--- src/shared/raster_timing_regs.svh ---
// register indices, field positions and reset values of the raster timing generator
// assumes inclusion by bare name from design files only
`ifndef RASTER_TIMING_REGS_SVH
`define RASTER_TIMING_REGS_SVH

// register indices reached through the index register
`define IDX_HTOTAL 5'h00
`define IDX_HDISP 5'h01
`define IDX_HSYNC_POS 5'h02
`define IDX_SYNC_WIDTHS 5'h03
`define IDX_VTOTAL 5'h04
`define IDX_VADJUST 5'h05
`define IDX_VDISP 5'h06
`define IDX_VSYNC_POS 5'h07
`define IDX_MODE 5'h08
`define IDX_ROW_LINES 5'h09
`define IDX_CUR_START 5'h0A
`define IDX_CUR_END 5'h0B
`define IDX_START_HI 5'h0C
`define IDX_START_LO 5'h0D
`define IDX_CUR_HI 5'h0E
`define IDX_CUR_LO 5'h0F
`define IDX_PEN_HI 5'h10
`define IDX_PEN_LO 5'h11

// field positions
`define MODE_ROWCOL_BIT 2
`define MODE_SHARED_BIT 3
`define MODE_CUR_DELAY_BIT 5
`define HSYNC_W_LSB 0
`define VSYNC_W_LSB 4
`define BLINK_LSB 5
`define BLINK_FAST_BIT 3
`define BLINK_SLOW_BIT 4

// reset values
`define RST_BYTE 8'h00
`define RST_ADDR 14'h0000

`endif

--- src/shared/raster_timing_pkg.sv ---
// types shared by the raster timing generator and its bench
// assumes nothing beyond a SystemVerilog compiler
`default_nettype none
package raster_timing_pkg;

   // one processor bus cycle, sampled on ref_clk
   typedef struct packed {
      logic cs_n;
      logic register_select;
      logic read_not_write;
      logic strobe;
      logic [7:0] data;
   } bus_req_t;

   // video side outputs
   typedef struct packed {
      logic hsync;
      logic vsync;
      logic display_enable;
      logic cursor;
      logic [13:0] refresh_address_out;
      logic [4:0] scan_row_address_out;
   } video_out_t;

   // cursor blink modes
   typedef enum logic [1:0] {
      BLINK_STEADY = 2'h0,
      BLINK_OFF = 2'h1,
      BLINK_FAST = 2'h2,
      BLINK_SLOW = 2'h3
   } blink_mode_t;

   // frame phase, one-hot
   typedef enum logic [1:0] {
      PH_ROWS = 2'h1,
      PH_ADJUST = 2'h2
   } frame_phase_t;

endpackage

`default_nettype wire

--- src/logic/raster_video_timing_generator.sv ---
// raster timing generator: counters, syncs, refresh address, cursor, pen capture
// assumes ref_clk gated by clk_en is the character clock; bus inputs synchronous
`timescale 1ns/100ps
`default_nettype none
`include "raster_timing_regs.svh"

module raster_video_timing_generator
   import raster_timing_pkg::*;
(
   input wire logic ref_clk,
   input wire logic srst,
   input wire logic clk_en,
   input wire bus_req_t bus_req,
   output logic [7:0] bus_rdata,
   output logic bus_rdata_oe,
   input wire logic pen_strobe_input,
   output video_out_t video
);

   // read decode, used by the registered read path only
   function automatic logic [7:0] read_mux(input logic [4:0] idx, input logic [13:0] cur,
                                           input logic [13:0] pen);
      case (idx)
         `IDX_CUR_HI: read_mux = {2'h0, cur[13:8]};
         `IDX_CUR_LO: read_mux = cur[7:0];
         `IDX_PEN_HI: read_mux = {2'h0, pen[13:8]};
         `IDX_PEN_LO: read_mux = pen[7:0];
         default: read_mux = 8'h00;
      endcase
   endfunction

   logic [4:0] index_q;
   logic [7:0] htotal_q, hdisp_q, hsync_position_q, sync_widths_q, mode_control_q;
   logic [6:0] vertical_total_rows_q, vertical_displayed_rows_q, vsync_row_position_q;
   logic [4:0] vertical_line_adjust_q, row_scan_lines_q, cursor_end_line_q;
   logic [6:0] cursor_start_line_q;
   logic [13:0] display_start_q, cursor_address_q, pen_capture_q;
   logic [7:0] rdata_q;
   logic rdata_oe_q;

   logic [7:0] hcnt_q;
   logic [4:0] scan_q;
   logic [6:0] row_q;
   logic [13:0] row_base_q;
   logic [4:0] field_q;
   frame_phase_t phase_q;
   logic hsync_q, vsync_q;
   logic [3:0] hs_cnt_q, vs_cnt_q;
   logic cur_now_q, pen_prev_q;
   video_out_t video_q;

   logic wr_acc, rd_acc, line_end, row_end, frame_end, rowcol;
   logic [13:0] ma;
   logic [3:0] hs_width, vs_width;
   logic blink_on, cur_hit;
   logic [7:0] hnext;
   logic vs_start;

   assign wr_acc = clk_en && !bus_req.cs_n && bus_req.strobe && !bus_req.read_not_write;
   assign rd_acc = clk_en && !bus_req.cs_n && bus_req.strobe && bus_req.read_not_write;
   assign hs_width = sync_widths_q[`HSYNC_W_LSB +: 4];
   assign vs_width = sync_widths_q[`VSYNC_W_LSB +: 4];
   assign rowcol = mode_control_q[`MODE_ROWCOL_BIT];

   // index register and timing registers, write-only except the cursor pair
   always_ff @(posedge ref_clk) begin
      if (srst) begin
         index_q <= 5'h00;
         htotal_q <= `RST_BYTE;
         hdisp_q <= `RST_BYTE;
         hsync_position_q <= `RST_BYTE;
         sync_widths_q <= `RST_BYTE;
         mode_control_q <= `RST_BYTE;
         vertical_total_rows_q <= 7'h00;
         vertical_line_adjust_q <= 5'h00;
         vertical_displayed_rows_q <= 7'h00;
         vsync_row_position_q <= 7'h00;
         row_scan_lines_q <= 5'h00;
         cursor_start_line_q <= 7'h00;
         cursor_end_line_q <= 5'h00;
         display_start_q <= `RST_ADDR;
         cursor_address_q <= `RST_ADDR;
      end else if (wr_acc && !bus_req.register_select) begin
         index_q <= bus_req.data[4:0];
      end else if (wr_acc) begin
         case (index_q)
            `IDX_HTOTAL: htotal_q <= bus_req.data;
            `IDX_HDISP: hdisp_q <= bus_req.data;
            `IDX_HSYNC_POS: hsync_position_q <= bus_req.data;
            `IDX_SYNC_WIDTHS: sync_widths_q <= bus_req.data;
            `IDX_VTOTAL: vertical_total_rows_q <= bus_req.data[6:0];
            `IDX_VADJUST: vertical_line_adjust_q <= bus_req.data[4:0];
            `IDX_VDISP: vertical_displayed_rows_q <= bus_req.data[6:0];
            `IDX_VSYNC_POS: vsync_row_position_q <= bus_req.data[6:0];
            `IDX_MODE: mode_control_q <= bus_req.data;
            `IDX_ROW_LINES: row_scan_lines_q <= bus_req.data[4:0];
            `IDX_CUR_START: cursor_start_line_q <= bus_req.data[6:0];
            `IDX_CUR_END: cursor_end_line_q <= bus_req.data[4:0];
            `IDX_START_HI: display_start_q[13:8] <= bus_req.data[5:0];
            `IDX_START_LO: display_start_q[7:0] <= bus_req.data;
            `IDX_CUR_HI: cursor_address_q[13:8] <= bus_req.data[5:0];
            `IDX_CUR_LO: cursor_address_q[7:0] <= bus_req.data;
            default: ; // pen pair and unused indices ignore writes
         endcase
      end
   end

   // read data, registered; only cursor and pen pairs return data
   always_ff @(posedge ref_clk) begin
      if (srst) begin
         rdata_q <= 8'h00;
         rdata_oe_q <= 1'b0;
      end else if (clk_en) begin
         rdata_oe_q <= rd_acc && bus_req.register_select;
         if (rd_acc && bus_req.register_select) begin
            rdata_q <= read_mux(index_q, cursor_address_q, pen_capture_q);
         end
      end
   end

   // frame structure decode
   assign line_end = (hcnt_q == htotal_q);
   assign row_end = line_end && (scan_q == row_scan_lines_q);
   always_comb begin
      frame_end = 1'b0;
      case (phase_q)
         PH_ROWS: frame_end = row_end && (row_q == vertical_total_rows_q)
                              && (vertical_line_adjust_q == 5'h00);
         PH_ADJUST: frame_end = line_end && (scan_q + 5'h01 == vertical_line_adjust_q);
         default: frame_end = 1'b1;
      endcase
   end

   // next position decode; syncs are set one edge ahead so that they line up
   // with the counters and leave the output stage in step with enable and address
   assign hnext = line_end ? 8'h00 : hcnt_q + 8'h01;
   // next edge opens scan line 0 of the sync row, by frame wrap or by row step
   assign vs_start = line_end && ((frame_end && vsync_row_position_q == 7'h00)
                     || (!frame_end && phase_q == PH_ROWS && row_end
                         && row_q != vertical_total_rows_q
                         && row_q + 7'h01 == vsync_row_position_q));

   // address: row base plus column; row/column keeps the row in the upper six bits
   always_comb begin
      if (rowcol) begin
         ma = {row_base_q[13:8], row_base_q[7:0] + hcnt_q};
      end else begin
         ma = row_base_q + {6'h00, hcnt_q};
      end
   end

   // horizontal counter, one step per character clock
   always_ff @(posedge ref_clk) begin
      if (srst) begin
         hcnt_q <= 8'h00;
      end else if (clk_en) begin
         hcnt_q <= line_end ? 8'h00 : hcnt_q + 8'h01;
      end
   end

   // scan line, row counter, frame phase and field count
   always_ff @(posedge ref_clk) begin
      if (srst) begin
         scan_q <= 5'h00;
         row_q <= 7'h00;
         phase_q <= PH_ROWS;
         field_q <= 5'h00;
      end else if (clk_en && frame_end) begin
         scan_q <= 5'h00;
         row_q <= 7'h00;
         phase_q <= PH_ROWS;
         field_q <= field_q + 5'h01;
      end else if (clk_en && line_end) begin
         case (phase_q)
            PH_ROWS: begin
               if (row_end && row_q == vertical_total_rows_q) begin
                  scan_q <= 5'h00;
                  phase_q <= PH_ADJUST;
               end else if (row_end) begin
                  scan_q <= 5'h00;
                  row_q <= row_q + 7'h01;
               end else begin
                  scan_q <= scan_q + 5'h01;
               end
            end
            PH_ADJUST: scan_q <= scan_q + 5'h01;
            default: phase_q <= PH_ROWS;
         endcase
      end
   end

   // in linear format the row base steps by a whole line, so non-displayed columns keep counting
   always_ff @(posedge ref_clk) begin
      if (srst) begin
         row_base_q <= `RST_ADDR;
      end else if (clk_en && frame_end) begin
         row_base_q <= display_start_q;
      end else if (clk_en && row_end && phase_q == PH_ROWS) begin
         if (rowcol) begin
            row_base_q <= {row_base_q[13:8] + 6'h01, display_start_q[7:0]};
         end else begin
            row_base_q <= row_base_q + {6'h00, htotal_q} + 14'h0001;
         end
      end
   end

   // horizontal sync; width zero gives no pulse, a new start wins over an old end
   always_ff @(posedge ref_clk) begin
      if (srst) begin
         hsync_q <= 1'b0;
         hs_cnt_q <= 4'h0;
      end else if (clk_en) begin
         if (hnext == hsync_position_q && hs_width != 4'h0) begin
            hsync_q <= 1'b1;
            hs_cnt_q <= 4'h1;
         end else if (hsync_q && hs_cnt_q >= hs_width) begin
            hsync_q <= 1'b0;
         end else if (hsync_q) begin
            hs_cnt_q <= hs_cnt_q + 4'h1;
         end
      end
   end

   // vertical sync, counted in scan lines; width zero gives no pulse
   always_ff @(posedge ref_clk) begin
      if (srst) begin
         vsync_q <= 1'b0;
         vs_cnt_q <= 4'h0;
      end else if (clk_en) begin
         if (vs_start && vs_width != 4'h0) begin
            vsync_q <= 1'b1;
            vs_cnt_q <= 4'h0;
         end else if (vsync_q && line_end && vs_cnt_q + 4'h1 >= vs_width) begin
            vsync_q <= 1'b0;
         end else if (vsync_q && line_end) begin
            vs_cnt_q <= vs_cnt_q + 4'h1;
         end
      end
   end

   // cursor match and blink
   always_comb begin
      case (blink_mode_t'(cursor_start_line_q[`BLINK_LSB +: 2]))
         BLINK_STEADY: blink_on = 1'b1;
         BLINK_OFF: blink_on = 1'b0;
         BLINK_FAST: blink_on = field_q[`BLINK_FAST_BIT];
         BLINK_SLOW: blink_on = field_q[`BLINK_SLOW_BIT];
         default: blink_on = 1'b0;
      endcase
   end
   assign cur_hit = (ma == cursor_address_q) && phase_q == PH_ROWS
                    && scan_q >= cursor_start_line_q[4:0]
                    && scan_q <= cursor_end_line_q && blink_on;

   // one extra stage for slow memories
   always_ff @(posedge ref_clk) begin
      if (srst) begin
         cur_now_q <= 1'b0;
      end else if (clk_en) begin
         cur_now_q <= cur_hit;
      end
   end

   // light pen: a rising edge latches the current address on this character clock
   always_ff @(posedge ref_clk) begin
      if (srst) begin
         pen_prev_q <= 1'b0;
         pen_capture_q <= `RST_ADDR;
      end else if (clk_en) begin
         pen_prev_q <= pen_strobe_input;
         if (pen_strobe_input && !pen_prev_q) begin
            pen_capture_q <= ma;
         end
      end
   end

   // registered video outputs; all lag the counters by one character clock, the delayed cursor by two
   always_ff @(posedge ref_clk) begin
      if (srst) begin
         video_q <= '0;
      end else if (clk_en) begin
         video_q.hsync <= hsync_q;
         video_q.vsync <= vsync_q;
         video_q.display_enable <= phase_q == PH_ROWS && hcnt_q < hdisp_q
                                   && row_q < vertical_displayed_rows_q;
         video_q.cursor <= mode_control_q[`MODE_CUR_DELAY_BIT] ? cur_now_q : cur_hit;
         video_q.refresh_address_out <= ma;
         video_q.scan_row_address_out <= scan_q;
      end
   end

   assign video = video_q;
   assign bus_rdata = rdata_q;
   assign bus_rdata_oe = rdata_oe_q;
endmodule // raster_video_timing_generator

`default_nettype wire

--- config.mk ---
export PLATFORM = sky130hd
export DESIGN_NAME = raster_video_timing_generator
export DESIGN_NICKNAME = d
export VERILOG_FILES = /design/src/shared/raster_timing_pkg.sv /design/src/logic/raster_video_timing_generator.sv
export VERILOG_INCLUDE_DIRS = /design/src /design/src/shared
export SDC_FILE = /design/constraint.sdc
export NUM_CORES = 1
export LEC_CHECK = 0
export ABC_CLOCK_PERIOD_IN_PS = 4300
export BUFFER_PORTS_ARGS = -buffer_cell sky130_fd_sc_hd__clkbuf_2
export CAP_MARGIN = 40
export CORE_UTILIZATION = 50
export CTS_CLUSTER_SIZE = 30
export DETAILED_ROUTE_END_ITERATION = 6
export PLACE_DENSITY_LB_ADDON = 0.1
export SYNTH_ARGS = -nofsm -noshare
export SYNTH_HDL_FRONTEND = slang
export SYNTH_SLANG_ARGS = --single-unit
--- constraint.sdc ---
create_clock -name ref_clk -period 4.3 [get_ports ref_clk]
set_input_delay 0.215 -clock ref_clk [delete_from_list [all_inputs] [get_ports ref_clk]]
set_output_delay 0.215 -clock ref_clk [all_outputs]
set_load 0.01 [all_outputs]
==> run summary <==
Total power: 4564 uW
WL/cell: 18.59 microns
Post-CTS sizing: 0
F_max: 0.3024 GHz
Outcome: complete, but fails checks
Ant diodes: 0
Core area: 22,030 sq um
Remaining Overflow, GRT: 0
Yosys warns: 0
Cells after Synth: 1,304
Max Root-Sink Buffers: 3
Placed instance count: 1,563
Top cell type by total area after synthesis: dfxtp_1
Crit path kind: flop to flop
Vias in the first global route: 8,481
Die Area: 23,290 sq um
Mux cell area share after synthesis: 12.29%
Synth Area in Compound Gates: 13.62%
Power density cells: 366.6 nW/um^2
Final Max Tran Viols: 0
Peak supply drop: 0.3354 mV
Top Layer Used: met4
TritonCTS clock tree: built
Placer Congestion: 0.8823
Min-Delay Path Class: input pin to flop
Final ANT Viol Nets: 0
Setup TNS: 0 ns
Largest family of logic cells by synthesized area: simple AND/OR/NAND/NOR gates
Final worst slack: 0.9935 ns
Number of max-cap violations: 0
Drt drc: 3
Met1 wire length: 13.95 mm
Final setup vio count: 0
Max_slew headroom: 37.88%
Clock insertion delay at the later pin of the skew report: 0.53 ns
CP cell instances: ha_1 -> inv_1 -> fa_1 -> xnor2_1 -> xnor2_1 -> nand4_1 -> a2111oi_0 -> o2111ai_1 -> nor4_1 -> nand4_1 -> o22ai_1
Failing checks: design-rule violations
Synth Area in XOR/XNOR: 6.696%
DR WL met3: 1.626 mm
Slowest Stage Delay on Critical Path: 0.57 ns
Clock-pin slew on the worst setup and hold paths: 0.06 ns
Die Wd: 152.6 microns
I/O pin cnt: 48
Starting Density: 51.49%
Pin count of the biggest net entering global routing: 114
WL final: 29.87 mm
Layout cells sized above 1: 9.344%
Die H: 152.6 microns
Clock Skew: 0.02417 ns
Sequential-to-total area share from yosys stat: 36.89%
Arrival time worst endpoint: 3.75 ns
Met2 wire length: 13.62 mm
First-pass GRT wire length: 47.58 mm
Layout net count: 1,384
Fin crit share: 76.90%
Hold Fails Final Rpt: 0
Row count: 54
Top area cells in the synthesized netlist: dfxtp_1 37%, mux2i_1 12%, nor2_1 6.6%, ha_1 6.2%, xnor2_1 4.9%
Drt pass-1 iters: 7
Mapped Area: 11,340 sq um
Post-Synth Adder-Cell Area: 6.531%
Synthesis-to-layout area growth: 9.762%
CP max-delay cell: dfxtp_1
Cell variety after synth: 84
Initial DRC Count: 603
Synthesized Nets: 1,378
Min Tclk post-route: 3.307 ns
Clk root buf: clkbuf_16
EDFF count, synth: 0
# clock sinks: 209
Via count: 9,246
Most common cell in the netlist: dfxtp_1
Simple-gate share of the synthesized area: 19.14%
#FFs+latches synth: 209
Fin area: 12,450 sq um
Syn Area/Cell: 8.698 sq um
Share of the synthesized area in the top cell type: 36.89%
CTS Buf Count: 24
Placed cell areas: 11,650 sq um
H-tree levels: 1
Req. time, crit path: 4.75 ns
Via density per instance: 5.754
Async S/R FF share, synth: 0%
CP max FO: 10
CP endpoint kind: flop
Detailed Place HPWL: 20.81 mm
Finished Layout Cells: 1,607
Initial antenna violation count: 0
Slew @ Worst Pin: 0.9284 ns
Pre-CTS worst setup slack: 1.078 ns
CP Launch Type: flop
All-Layer GR Usage: 25.55%
Commonest cells in the synthesized netlist: 209 x dfxtp_1, 198 x nor2_1, 137 x mux2i_1
PortBufs: 47
Primary FF master, synth: dfxtp_1
Leak pwr: 0.004950 uW
RSZ-0062 raised after global routing: no
==> metal layers <==
| metal | up-vias | global-route usage [%] |
|---|---|---|
| met4 | 0 | 6.734 |
| met1 | 4384 | 35.60 |
| met5 | - | 0 |
| li1 | 4579 | - |
| met2 | 241 | 41.96 |
| met3 | 42 | 2.730 |
==> cells in the final DEF (no fill, tap or decap), types with 8 or more instances in the layout <==
cell type,instances
nor2_1,198
nor3b_1,8
or3_1,10
clkbuf_2,46
inv_1,53
nor3_1,19
nand2b_1,12
ha_1,56
a21oi_1,54
and3_1,13
nor2b_1,13
o21ai_0,48
nand2_1,78
dfxtp_1,209
xnor2_1,64
nand3_1,41
nand4_1,14
xor2_1,19
mux2i_1,137
clkbuf_16,25
a21o_1,18
nand3b_1,8
a211oi_1,27
==> repair_timing <==
item                                   4_1_cts  5_1_grt
endpoints found under the hold margin        1        0
buffers inserted                             0        0
hold buffers                                 1        0
==> worst max-delay path: cells and delay by family (launching register included) <==
kind	cells	cell delay, ns
fa+ha+maj	2	0.66
compound gates	3	0.69
xor+xnor	2	0.53
flops	1	0.57
simple gates	3	0.69
buf+inv	1	0.07
==> metrics by stage <==
| stage | hold slack (ns) | utilization [%] |
|---|---|---|
| global placement | 0.4299 | 52.82 |
| CTS | 0.09268 | 56.52 |
| finish | 0.09701 | 56.52 |
| floorplan | 0.3589 | - |
| global route | 0.1179 | 56.52 |
| detailed placement | 0.4338 | 52.88 |
==> report_power, final <==
group / leakage [uW] / internal [uW] / switching [uW]
Sequential: 0.00169 / 1980 / 55.8
Clock: 0.000389 / 1230 / 810
Combinational: 0.00287 / 173 / 318
Total: 0.00495 / 3380 / 1180
==> state kept, by name, indices dropped and copies added (netlist names), 7 cells and up <==
register and count:
pen_capture_q 14, hdisp_q 8, row_q 7, htotal_q 8
hsync_position_q 8, hcnt_q 8, sync_widths_q 8, display_start_q 14
video 23, bus_rdata 8, cursor_address_q 14, vertical_total_rows_q 7
vsync_row_position_q 7, cursor_start_line_q 7, row_base_q 14, vertical_displayed_rows_q 7
==> final cells by class <==
class	count	area [sq um]
fill	2025	9577
sequential	209	4184
clock buffer	37	730.7
multi-input combinational	966	6615
timing repair buffer	56	309.0
inverter	53	198.9
tap	280	350.3
clock inverter	6	61.31
==> worst paths after layout <==
check                                 from      endpoint  slack (ns)  depth (start not counted)
worst max-delay path             hcnt_q[0]     video[19]        0.99                         11
worst min-delay path            bus_req[9]  bus_rdata_oe         0.1                          3
worst max register to register   hcnt_q[0]     video[19]        0.99                         11
worst min register to register   cur_now_q     cur_now_q        0.44                          2
==> cells by family after synthesis <==
group | after synthesis
mux | 139
flops | 209
fa+ha+maj | 58
simple gates | 455
xor+xnor | 85
buf+inv | 129
compound gates | 229
Note: power is estimated with default switching activity, not from simulation.
